--- src/hw/acs_defines.vh ---
`ifndef ACS_DEFINES_VH
`define ACS_DEFINES_VH

// Register byte addresses, lower byte of each 16-bit register.
`define ACS_ADDR_ALM1_THR      6'h20
`define ACS_ADDR_ALM2_THR      6'h22
`define ACS_ADDR_ALM1_RCNT     6'h24
`define ACS_ADDR_ALM2_RCNT     6'h26
`define ACS_ADDR_ALARM_CONTROL      6'h28
`define ACS_ADDR_SMPL_PER      6'h36

// Reset values of the nonvolatile registers.
`define ACS_RST_ALM_THR        16'h0000
`define ACS_RST_RCNT           8'h00
`define ACS_RST_ALARM_CONTROL       16'h0000
`define ACS_RST_SMPL_PER       8'h08

// Alarm control field positions.
`define ACS_AC_ROC2            15
`define ACS_AC_SRC2_HI         14
`define ACS_AC_SRC2_LO         12
`define ACS_AC_ROC1            11
`define ACS_AC_SRC1_HI         10
`define ACS_AC_SRC1_LO         8
`define ACS_AC_FILT2           5
`define ACS_AC_FILT1           4
`define ACS_AC_OUT_EN          2
`define ACS_AC_OUT_POL         1
`define ACS_AC_OUT_PIN         0
`define ACS_AC_USED_MASK       16'hFF37
`define ACS_AC_USED_LO         8'h37

// Alarm source encodings.
`define ACS_SRC_OFF            3'h0
`define ACS_SRC_SUPPLY         3'h1
`define ACS_SRC_AUX            3'h4
`define ACS_SRC_TEMP           3'h5
`define ACS_SRC_FULL_ANGLE     3'h6
`define ACS_SRC_SIGNED_ANGLE   3'h7

// Threshold field positions.
`define ACS_THR_ABOVE          15
`define ACS_THR_LIM_HI         13

// Sample period field positions.
`define ACS_SP_TB_BIT          7
`define ACS_SP_CNT_HI          6

// Timing: clock period and the two time bases, in ns.
`define ACS_CLK_NS             10
`define ACS_TB_FAST_NS         122100
`define ACS_TB_SLOW_NS         3784000
`define ACS_TB_FAST_CYC        (`ACS_TB_FAST_NS / `ACS_CLK_NS)
`define ACS_TB_SLOW_CYC        (`ACS_TB_SLOW_NS / `ACS_CLK_NS)

// Serial frame layout.
`define ACS_SPI_BITS           16
`define ACS_SPI_WR_BIT         15
`define ACS_SPI_LAST           5'h0F

`endif

--- src/hw/acs_top_note_unused.v ---
`timescale 1ns/1ps
--- src/hw/acs_alarm_chan.v ---
`timescale 1ns/1ps
`default_nettype none
`include "acs_defines.vh"

// ***********************************************
// One alarm comparator, threshold or rate of change.
// ***********************************************
module acs_alarm_chan (
  input  wire        i_clk,
  input  wire        i_rst_n,
  input  wire        i_eval,
  input  wire [2:0]  i_src,
  input  wire        i_roc,
  input  wire [13:0] i_value,
  input  wire        i_signed,
  input  wire [15:0] i_thr,
  input  wire [7:0]  i_rcnt,
  output reg         o_active
);

  reg  [7:0]  win_cnt_reg;
  reg  [13:0] base_reg;
  wire        src_ok;
  wire        above;
  wire [7:0]  n_eff;
  wire signed [14:0] val_s;
  wire signed [14:0] thr_s;
  wire signed [14:0] base_s;
  wire signed [15:0] diff;
  wire signed [23:0] roc_lim;
  wire        thr_hit;
  wire        roc_hit;

  assign src_ok = (i_src == `ACS_SRC_SUPPLY) || (i_src == `ACS_SRC_AUX) ||
                  (i_src == `ACS_SRC_TEMP) || (i_src == `ACS_SRC_FULL_ANGLE) ||
                  (i_src == `ACS_SRC_SIGNED_ANGLE);
  assign above  = i_thr[`ACS_THR_ABOVE];
  assign val_s  = i_signed ? {i_value[13], i_value} : {1'b0, i_value};
  assign thr_s  = i_signed ? {i_thr[13], i_thr[13:0]} : {1'b0, i_thr[13:0]};
  assign base_s = i_signed ? {base_reg[13], base_reg} : {1'b0, base_reg};
  assign thr_hit = above ? (val_s > thr_s) : (val_s < thr_s);
  assign n_eff   = (i_rcnt == 8'h00) ? 8'h01 : i_rcnt;
  assign diff    = {val_s[14], val_s} - {base_s[14], base_s};
  // Average change compared by scaling the limit instead of dividing.
  assign roc_lim = $signed({i_thr[13], i_thr[13:0]}) * $signed({1'b0, n_eff});
  assign roc_hit = above ? ($signed({{8{diff[15]}}, diff}) > roc_lim) :
                           ($signed({{8{diff[15]}}, diff}) < roc_lim);

  always @(posedge i_clk or negedge i_rst_n) begin
    if (!i_rst_n) begin
      o_active    <= 1'b0;
      win_cnt_reg <= 8'h00;
      base_reg    <= 14'h0000;
    end else if (i_eval) begin
      if (!src_ok) begin
        o_active    <= 1'b0;
        win_cnt_reg <= 8'h00;
      end else if (!i_roc) begin
        o_active    <= thr_hit;
        win_cnt_reg <= 8'h00;
      end else if (win_cnt_reg == 8'h00) begin
        base_reg    <= i_value;
        win_cnt_reg <= n_eff;
      end else if (win_cnt_reg == 8'h01) begin
        o_active    <= roc_hit;
        base_reg    <= i_value;
        win_cnt_reg <= n_eff;
      end else begin
        win_cnt_reg <= win_cnt_reg - 8'h01;
      end
    end
  end

endmodule // acs_alarm_chan

`default_nettype wire

--- src/hw/acs_top.v ---
// Behaviour
// - Alarm 2 window length from count bits 7:0.
// - Alarm 2 window count survives ordinary reset.
// - Bit 15 picks Alarm 2 threshold or rate.
// - Bits 14:12 pick Alarm 2 source.
// - Bit 11 picks Alarm 1 threshold or rate.
// - Bits 10:8 pick Alarm 1 source.
// - Bits 5 and 4 pick filtered data.
// - Bit 2 enables the alarm pin output.
// - Bit 1 polarity, bit 0 picks pin.
// - Period covers sample, process and update.
// - Alarm outputs and the alarm pin update together every period, or only at each window end in rate mode.
// - Bit 7 picks fast or slow time base.
// - Period is count plus one times base.
// - Period setting survives ordinary reset.
// - Threshold bit 15 above/below, 14-bit limit.
// - One pin shows either alarm.
// - Misc control over alarm over general pins.
`timescale 1ns/1ps
`default_nettype none
`include "acs_defines.vh"

module acs_top #(
  parameter integer TB_FAST_CYC = `ACS_TB_FAST_CYC,
  parameter integer TB_SLOW_CYC = `ACS_TB_SLOW_CYC
) (
  input  wire        i_clk,
  input  wire        i_rst_n,
  input  wire        i_por_n,
  input  wire        i_sclk,
  input  wire        i_cs_n,
  input  wire        i_mosi,
  output reg         o_miso,
  output reg         o_miso_oe,
  input  wire [13:0] i_supply_raw,
  input  wire [13:0] i_supply_filt,
  input  wire [13:0] i_aux_raw,
  input  wire [13:0] i_aux_filt,
  input  wire [13:0] i_temp_raw,
  input  wire [13:0] i_temp_filt,
  input  wire [13:0] i_full_angle_raw,
  input  wire [13:0] i_full_angle_filt,
  input  wire [13:0] i_signed_angle_raw,
  input  wire [13:0] i_signed_angle_filt,
  input  wire        i_misc_claim0,
  input  wire        i_misc_claim1,
  input  wire        i_misc_out0,
  input  wire        i_misc_out1,
  input  wire        i_gpio_oe0,
  input  wire        i_gpio_oe1,
  input  wire        i_gpio_out0,
  input  wire        i_gpio_out1,
  output reg         o_sample_update,
  output reg         o_alarm1_active,
  output reg         o_alarm2_active,
  output reg         o_pin0_out,
  output reg         o_pin0_oe,
  output reg         o_pin1_out,
  output reg         o_pin1_oe
);

  // ***********************************************
  // Reset release and input synchronisers.
  // ***********************************************
  reg  [1:0]  rst_sync_reg;
  reg  [1:0]  por_sync_reg;
  reg  [1:0]  sclk_sync_reg;
  reg  [1:0]  cs_sync_reg;
  reg  [1:0]  mosi_sync_reg;
  reg         sclk_d_reg;
  wire        rst_n;
  wire        por_n;

  always @(posedge i_clk or negedge i_rst_n) begin
    if (!i_rst_n) begin
      rst_sync_reg <= 2'h0;
    end else begin
      rst_sync_reg <= {rst_sync_reg[0], 1'b1};
    end
  end

  always @(posedge i_clk or negedge i_por_n) begin
    if (!i_por_n) begin
      por_sync_reg <= 2'h0;
    end else begin
      por_sync_reg <= {por_sync_reg[0], 1'b1};
    end
  end

  assign rst_n = rst_sync_reg[1] & por_sync_reg[1];
  assign por_n = por_sync_reg[1];

  always @(posedge i_clk or negedge rst_n) begin
    if (!rst_n) begin
      sclk_sync_reg <= 2'h3;
      cs_sync_reg   <= 2'h3;
      mosi_sync_reg <= 2'h0;
      sclk_d_reg    <= 1'b1;
    end else begin
      sclk_sync_reg <= {sclk_sync_reg[0], i_sclk};
      cs_sync_reg   <= {cs_sync_reg[0], i_cs_n};
      mosi_sync_reg <= {mosi_sync_reg[0], i_mosi};
      sclk_d_reg    <= sclk_sync_reg[1];
    end
  end

  // ***********************************************
  // Serial slave: 16-bit frames, sample on rising clock.
  // ***********************************************
  reg  [15:0] rx_reg;
  reg  [15:0] tx_reg;
  reg  [4:0]  bit_cnt_reg;
  reg  [5:0]  rd_addr_reg;
  reg         wr_stb_reg;
  reg  [5:0]  wr_addr_reg;
  reg  [7:0]  wr_data_reg;
  reg  [15:0] rd_word;
  wire        sclk_rise;
  wire        sclk_fall;
  wire        cs_act;
  wire [15:0] rx_next;

  assign sclk_rise = sclk_sync_reg[1] & ~sclk_d_reg;
  assign sclk_fall = ~sclk_sync_reg[1] & sclk_d_reg;
  assign cs_act    = ~cs_sync_reg[1];
  assign rx_next   = {rx_reg[14:0], mosi_sync_reg[1]};

  // ***********************************************
  // Nonvolatile registers, cleared only at power-on.
  // ***********************************************
  reg  [15:0] alm1_thr_reg;
  reg  [15:0] alm2_thr_reg;
  reg  [7:0]  alm1_rcnt_reg;
  reg  [7:0]  alm2_rcnt_reg;
  reg  [15:0] alarm_control_reg;
  reg  [7:0]  smpl_per_reg;

  always @* begin
    case ({rd_addr_reg[5:1], 1'b0})
      `ACS_ADDR_ALM1_THR:  rd_word = alm1_thr_reg;
      `ACS_ADDR_ALM2_THR:  rd_word = alm2_thr_reg;
      `ACS_ADDR_ALM1_RCNT: rd_word = {8'h00, alm1_rcnt_reg};
      `ACS_ADDR_ALM2_RCNT: rd_word = {8'h00, alm2_rcnt_reg};
      `ACS_ADDR_ALARM_CONTROL:  rd_word = alarm_control_reg;
      `ACS_ADDR_SMPL_PER:  rd_word = {8'h00, smpl_per_reg};
      default:             rd_word = 16'h0000;
    endcase
  end

  always @(posedge i_clk or negedge rst_n) begin
    if (!rst_n) begin
      rx_reg      <= 16'h0000;
      tx_reg      <= 16'h0000;
      bit_cnt_reg <= 5'h00;
      rd_addr_reg <= 6'h00;
      wr_stb_reg  <= 1'b0;
      wr_addr_reg <= 6'h00;
      wr_data_reg <= 8'h00;
      o_miso      <= 1'b0;
      o_miso_oe   <= 1'b0;
    end else begin
      wr_stb_reg <= 1'b0;
      o_miso_oe  <= cs_act;
      if (!cs_act) begin
        bit_cnt_reg <= 5'h00;
        tx_reg      <= rd_word;
        o_miso      <= rd_word[15];
      end else begin
        if (sclk_fall && bit_cnt_reg != 5'h00) begin
          o_miso <= tx_reg[15];
        end
        if (sclk_rise) begin
          rx_reg      <= rx_next;
          tx_reg      <= {tx_reg[14:0], 1'b0};
          bit_cnt_reg <= bit_cnt_reg + 5'h01;
          if (bit_cnt_reg == `ACS_SPI_LAST) begin
            bit_cnt_reg <= 5'h00;
            if (rx_next[`ACS_SPI_WR_BIT]) begin
              wr_stb_reg  <= 1'b1;
              wr_addr_reg <= rx_next[13:8];
              wr_data_reg <= rx_next[7:0];
            end else begin
              rd_addr_reg <= rx_next[13:8];
            end
          end
        end
      end
    end
  end

  always @(posedge i_clk or negedge por_n) begin
    if (!por_n) begin
      alm1_thr_reg  <= `ACS_RST_ALM_THR;
      alm2_thr_reg  <= `ACS_RST_ALM_THR;
      alm1_rcnt_reg <= `ACS_RST_RCNT;
      alm2_rcnt_reg <= `ACS_RST_RCNT;
      alarm_control_reg  <= `ACS_RST_ALARM_CONTROL;
      smpl_per_reg  <= `ACS_RST_SMPL_PER;
    end else if (wr_stb_reg) begin
      case (wr_addr_reg)
        `ACS_ADDR_ALM1_THR:       alm1_thr_reg[7:0]   <= wr_data_reg;
        `ACS_ADDR_ALM1_THR + 6'h1: alm1_thr_reg[15:8] <= wr_data_reg & 8'hBF;
        `ACS_ADDR_ALM2_THR:       alm2_thr_reg[7:0]   <= wr_data_reg;
        `ACS_ADDR_ALM2_THR + 6'h1: alm2_thr_reg[15:8] <= wr_data_reg & 8'hBF;
        `ACS_ADDR_ALM1_RCNT:      alm1_rcnt_reg       <= wr_data_reg;
        `ACS_ADDR_ALM2_RCNT:      alm2_rcnt_reg       <= wr_data_reg;
        `ACS_ADDR_ALARM_CONTROL:       alarm_control_reg[7:0]   <= wr_data_reg & `ACS_AC_USED_LO;
        `ACS_ADDR_ALARM_CONTROL + 6'h1: alarm_control_reg[15:8] <= wr_data_reg;
        `ACS_ADDR_SMPL_PER:       smpl_per_reg        <= wr_data_reg;
        default: ;
      endcase
    end
  end

  // ***********************************************
  // Sample period timer.
  // ***********************************************
  reg  [18:0] tb_cnt_reg;
  reg  [6:0]  per_cnt_reg;
  reg         eval_reg;
  wire [18:0] tb_last;
  wire        tb_tick;
  wire        per_wr;

  localparam [31:0] FAST_LAST = TB_FAST_CYC - 1;
  localparam [31:0] SLOW_LAST = TB_SLOW_CYC - 1;

  assign tb_last = smpl_per_reg[`ACS_SP_TB_BIT] ? SLOW_LAST[18:0] : FAST_LAST[18:0];
  assign tb_tick = (tb_cnt_reg >= tb_last);
  // A new period setting restarts the timer so no period is ever cut short.
  assign per_wr  = wr_stb_reg && (wr_addr_reg == `ACS_ADDR_SMPL_PER);

  // ***********************************************
  // Alarm data selection, latched on each update.
  // ***********************************************
  reg  [13:0] a1_val_reg;
  reg  [13:0] a2_val_reg;
  wire        a1_act;
  wire        a2_act;

  function [13:0] pick;
    input [2:0] src;
    input       filt;
    input [13:0] s_r, s_f, x_r, x_f, t_r, t_f, f_r, f_f, g_r, g_f;
    begin
      case (src)
        `ACS_SRC_SUPPLY:       pick = filt ? s_f : s_r;
        `ACS_SRC_AUX:          pick = filt ? x_f : x_r;
        `ACS_SRC_TEMP:         pick = filt ? t_f : t_r;
        `ACS_SRC_FULL_ANGLE:   pick = filt ? f_f : f_r;
        `ACS_SRC_SIGNED_ANGLE: pick = filt ? g_f : g_r;
        default:               pick = 14'h0000;
      endcase
    end
  endfunction

  always @(posedge i_clk or negedge rst_n) begin
    if (!rst_n) begin
      tb_cnt_reg      <= 19'h00000;
      per_cnt_reg     <= 7'h00;
      o_sample_update <= 1'b0;
      eval_reg        <= 1'b0;
      a1_val_reg      <= 14'h0000;
      a2_val_reg      <= 14'h0000;
    end else begin
      o_sample_update <= 1'b0;
      eval_reg        <= o_sample_update;
      tb_cnt_reg      <= tb_tick ? 19'h00000 : tb_cnt_reg + 19'h00001;
      if (tb_tick) begin
        if (per_cnt_reg >= smpl_per_reg[`ACS_SP_CNT_HI:0]) begin
          per_cnt_reg <= 7'h00;
          o_sample_update <= 1'b1;
          a1_val_reg <= pick(alarm_control_reg[`ACS_AC_SRC1_HI:`ACS_AC_SRC1_LO],
                             alarm_control_reg[`ACS_AC_FILT1],
                             i_supply_raw, i_supply_filt, i_aux_raw, i_aux_filt,
                             i_temp_raw, i_temp_filt, i_full_angle_raw,
                             i_full_angle_filt, i_signed_angle_raw, i_signed_angle_filt);
          a2_val_reg <= pick(alarm_control_reg[`ACS_AC_SRC2_HI:`ACS_AC_SRC2_LO],
                             alarm_control_reg[`ACS_AC_FILT2],
                             i_supply_raw, i_supply_filt, i_aux_raw, i_aux_filt,
                             i_temp_raw, i_temp_filt, i_full_angle_raw,
                             i_full_angle_filt, i_signed_angle_raw, i_signed_angle_filt);
        end else begin
          per_cnt_reg <= per_cnt_reg + 7'h01;
        end
      end
      if (per_wr) begin
        tb_cnt_reg  <= 19'h00000;
        per_cnt_reg <= 7'h00;
      end
    end
  end

  acs_alarm_chan u_alarm1 (
    .i_clk    (i_clk),
    .i_rst_n  (rst_n),
    .i_eval   (eval_reg),
    .i_src    (alarm_control_reg[`ACS_AC_SRC1_HI:`ACS_AC_SRC1_LO]),
    .i_roc    (alarm_control_reg[`ACS_AC_ROC1]),
    .i_value  (a1_val_reg),
    .i_signed (alarm_control_reg[`ACS_AC_SRC1_HI:`ACS_AC_SRC1_LO] == `ACS_SRC_SIGNED_ANGLE),
    .i_thr    (alm1_thr_reg),
    .i_rcnt   (alm1_rcnt_reg),
    .o_active (a1_act)
  );

  acs_alarm_chan u_alarm2 (
    .i_clk    (i_clk),
    .i_rst_n  (rst_n),
    .i_eval   (eval_reg),
    .i_src    (alarm_control_reg[`ACS_AC_SRC2_HI:`ACS_AC_SRC2_LO]),
    .i_roc    (alarm_control_reg[`ACS_AC_ROC2]),
    .i_value  (a2_val_reg),
    .i_signed (alarm_control_reg[`ACS_AC_SRC2_HI:`ACS_AC_SRC2_LO] == `ACS_SRC_SIGNED_ANGLE),
    .i_thr    (alm2_thr_reg),
    .i_rcnt   (alm2_rcnt_reg),
    .o_active (a2_act)
  );

  // ***********************************************
  // Alarm pin routing and pin priority.
  // ***********************************************
  wire alm_en;
  wire alm_lvl;
  wire alm_on0;
  wire alm_on1;

  assign alm_en  = alarm_control_reg[`ACS_AC_OUT_EN];
  assign alm_lvl = (a1_act | a2_act) ~^ alarm_control_reg[`ACS_AC_OUT_POL];
  assign alm_on0 = alm_en & ~alarm_control_reg[`ACS_AC_OUT_PIN];
  assign alm_on1 = alm_en & alarm_control_reg[`ACS_AC_OUT_PIN];

  always @(posedge i_clk or negedge rst_n) begin
    if (!rst_n) begin
      o_alarm1_active <= 1'b0;
      o_alarm2_active <= 1'b0;
      o_pin0_out      <= 1'b0;
      o_pin0_oe       <= 1'b0;
      o_pin1_out      <= 1'b0;
      o_pin1_oe       <= 1'b0;
    end else begin
      o_alarm1_active <= a1_act;
      o_alarm2_active <= a2_act;
      o_pin0_oe  <= i_misc_claim0 | alm_on0 | i_gpio_oe0;
      o_pin0_out <= i_misc_claim0 ? i_misc_out0 : (alm_on0 ? alm_lvl : i_gpio_out0);
      o_pin1_oe  <= i_misc_claim1 | alm_on1 | i_gpio_oe1;
      o_pin1_out <= i_misc_claim1 ? i_misc_out1 : (alm_on1 ? alm_lvl : i_gpio_out1);
    end
  end

endmodule // acs_top

`default_nettype wire

--- config.mk ---
export PLATFORM = sky130hd
export DESIGN_NAME = acs_top
export DESIGN_NICKNAME = d
export VERILOG_FILES = /design/src/hw/acs_top_note_unused.v /design/src/hw/acs_alarm_chan.v /design/src/hw/acs_top.v
export VERILOG_INCLUDE_DIRS = /design/src /design/src/hw
export SDC_FILE = /design/constraint.sdc
export NUM_CORES = 1
export LEC_CHECK = 0
export ABC_AREA = 1
export BUFFER_PORTS_ARGS = -buffer_cell sky130_fd_sc_hd__buf_4
export CAP_MARGIN = 15
export CORE_UTILIZATION = 40
export DETAILED_ROUTE_END_ITERATION = 8
export GPL_ROUTABILITY_DRIVEN = 0
export PLACE_DENSITY_LB_ADDON = 0.1
export SYNTH_ARGS = -nofsm -noshare
export SYNTH_HDL_FRONTEND = slang
export SYNTH_HIERARCHICAL = 1
export SYNTH_SLANG_ARGS = --single-unit
--- constraint.sdc ---
create_clock -name i_clk -period 9.9 [get_ports i_clk]
set_input_delay 0.495 -clock i_clk [delete_from_list [all_inputs] [get_ports i_clk]]
set_output_delay 0.495 -clock i_clk [all_outputs]
set_load 0.005 [all_outputs]
==> reports/metrics.yaml <==
sta:
  worstMarginPinSlew_ns: 0.990
  maxSlewViolCount: 0
  relSlewSlack_pct: 34.0
  max_freq_mhz: 156
  layout_setup_ws_ns: 3.48
  fin_crit_sh_pct: 64.8
  fin_setup_tns_ns: 0
  finalSetupViolations: 0
  period_minus_slack_ns: 6.42
  rsz0062_at_grt: "no"
  hold_violations: 0
  fin_worst_skew_ns: 0.0251
worst_setup_path:
  startpoint_type: "flip-flop"
  reg2reg_slack_ns: 3.48
  max_stage_delay_ns: 0.76
  cp.buffers_inverters: 4
  worstSetupEndpointType: "flip-flop"
  critPathSlowestCell: "dfrtp_1"
  cpMostUsedCell: "nand2_1"
  crit_family: "adder cells"
  path_class: "flip-flop to flip-flop"
  cp_max_fo: 18
  arrival_ns: 6.91
  cp.required_ns: 10.39
grt:
  use_met1_pct: 34.6
  first_global_vias: 22431
  met3_usage_pct: 2.84
  grt_remaining_overflow: 0
  antenna_found_initial: 0
  use_met2_pct: 38.7
  top_usage_layer: "met2"
  grt_use_total_pct: 24.1
  grt_pass1_wl_um: 126000
  grt_max_degree: 106
clocking:
  cts_tree: "built"
  post-cts-setup-buffers: 0
  numCtsBuffers: 30
  htree_levels: 1
  clockRootBuffer: "clkbuf_16"
  cts_sinks: 244
  clk_latency_ns: 0.60
  path_clk_slew_ns: 0.06
  clockBufferDepth: 3
finish:
  area_growth_pct: 11.2
  drive_gt1_share_pct: 8.21
  nNetsFinal: 4332
  utilization_pct: 45.1
  largest_reg_flops: 19
flow_run:
  maxCapViolCount: 0
synth:
  ys_warn_count: 6
  syn_avg_cell_area_um2: 7.08
  syn_area_um2: 26200
  syn-instance-count: 3696
routing:
  via_per_inst: 4.94
  wl_per_cell_um: 17.1
  vias: 22996
  finalWirelength_um: 79600
  drtPass1Iterations: 5
  ant_nets: 0
  drc: 0
  first_iter_violations: 1599
die:
  rows: 93
  die_y_um: 258
  core_um2: 64600
  start_util_pct: 40.5
  die_w_um: 258
  io-pin-count: 163
  dieArea_um2: 66500
place:
  place_hpwl_um: 61700
  portBuffers: 162
  dp_slack_ns: 3.46
pwr:
  ir_drop_mv: 0.109
  leakage_uw: 0.0160
  powerDensity_nw_per_um2: 81.5
min_path:
  hp-class: "primary input to flip-flop"
outcome:
  status: "finished clean"
power by group:
part / internal (uW) / switching, uW
Combinational: 56.2 / 66.7
Sequential: 1010 / 7.79
Clock: 754 / 479
Total: 1820 / 553
final timing paths:
kind / startpoint / depth (start not counted) / endpoint
worst max-delay path: alm1_rcnt_reg[6] / 32 / u_alarm1/o_active
worst min-delay path: i_sclk / 1 / sclk_sync_reg[0]
worst max register to register: alm1_rcnt_reg[6] / 32 / u_alarm1/o_active
worst min register to register: sclk_sync_reg[0] / 0 / sclk_sync_reg[1]
min in group asynchronous: i_rst_n / 2 / rst_sync_reg[1]
max in group asynchronous: por_sync_reg[1] / 4 / bit_cnt_reg[2]
layer usage:
metal,vias up,share of wire (%)
li1,11546,-
met1,10813,48
met2,523,45
met3,114,4.9
met4,0,2.4
met5,-,0
layout by cell type, fill, tap and decap left out, types with 5 or more instances in the layout:
cell	n
nand3_2	6
dfstp_2	6
clkbuf_1	6
nor2_1	242
a21oi_2	5
clkbuf_16	30
inv_1	731
a31oi_1	6
bufinv_16	7
o22ai_1	14
o211ai_1	38
a21oi_4	5
nor2_4	6
o21ai_2	7
dfrtp_1	235
a21o_1	13
xnor2_1	36
buf_4	178
ha_1	221
nand2_2	13
clkinv_2	9
nor3_1	22
fa_1	182
nand3_1	155
nor2_2	8
o21ai_0	214
a21oi_1	149
nand3b_1	32
o21ai_1	19
xor2_1	54
nand4_1	41
nand2_1	1040
o31ai_1	7
inv_2	9
what timing repair did:
action,CTS,global route
resized for setup,0,0
endpoints found under the hold margin,6,0
hold buffers,4,0
stage by stage:
stage	area, um^2	power (uW)	hold WS [ns]	cells
2_1_floorplan	26200	1080	0.199	3697
3_3_place_gp	28000	1160	0.292	4593
3_5_place_dp	28000	1160	0.291	4593
4_1_cts	29100	2400	0.0253	4653
5_1_grt	29100	2460	0.0311	4654
6_report	29100	2370	0.0528	4655
final cells by class:
type	count	area, um^2
fillers	6702	35500
multi-input cells	2570	16600
flip-flops and latches	244	6120
inverters	746	2810
repair buffers	183	1380
well taps	855	1070
clock buffers	38	801
clock inverters	18	280
diodes	1	2.50
(Power assumes the default switching activity.)
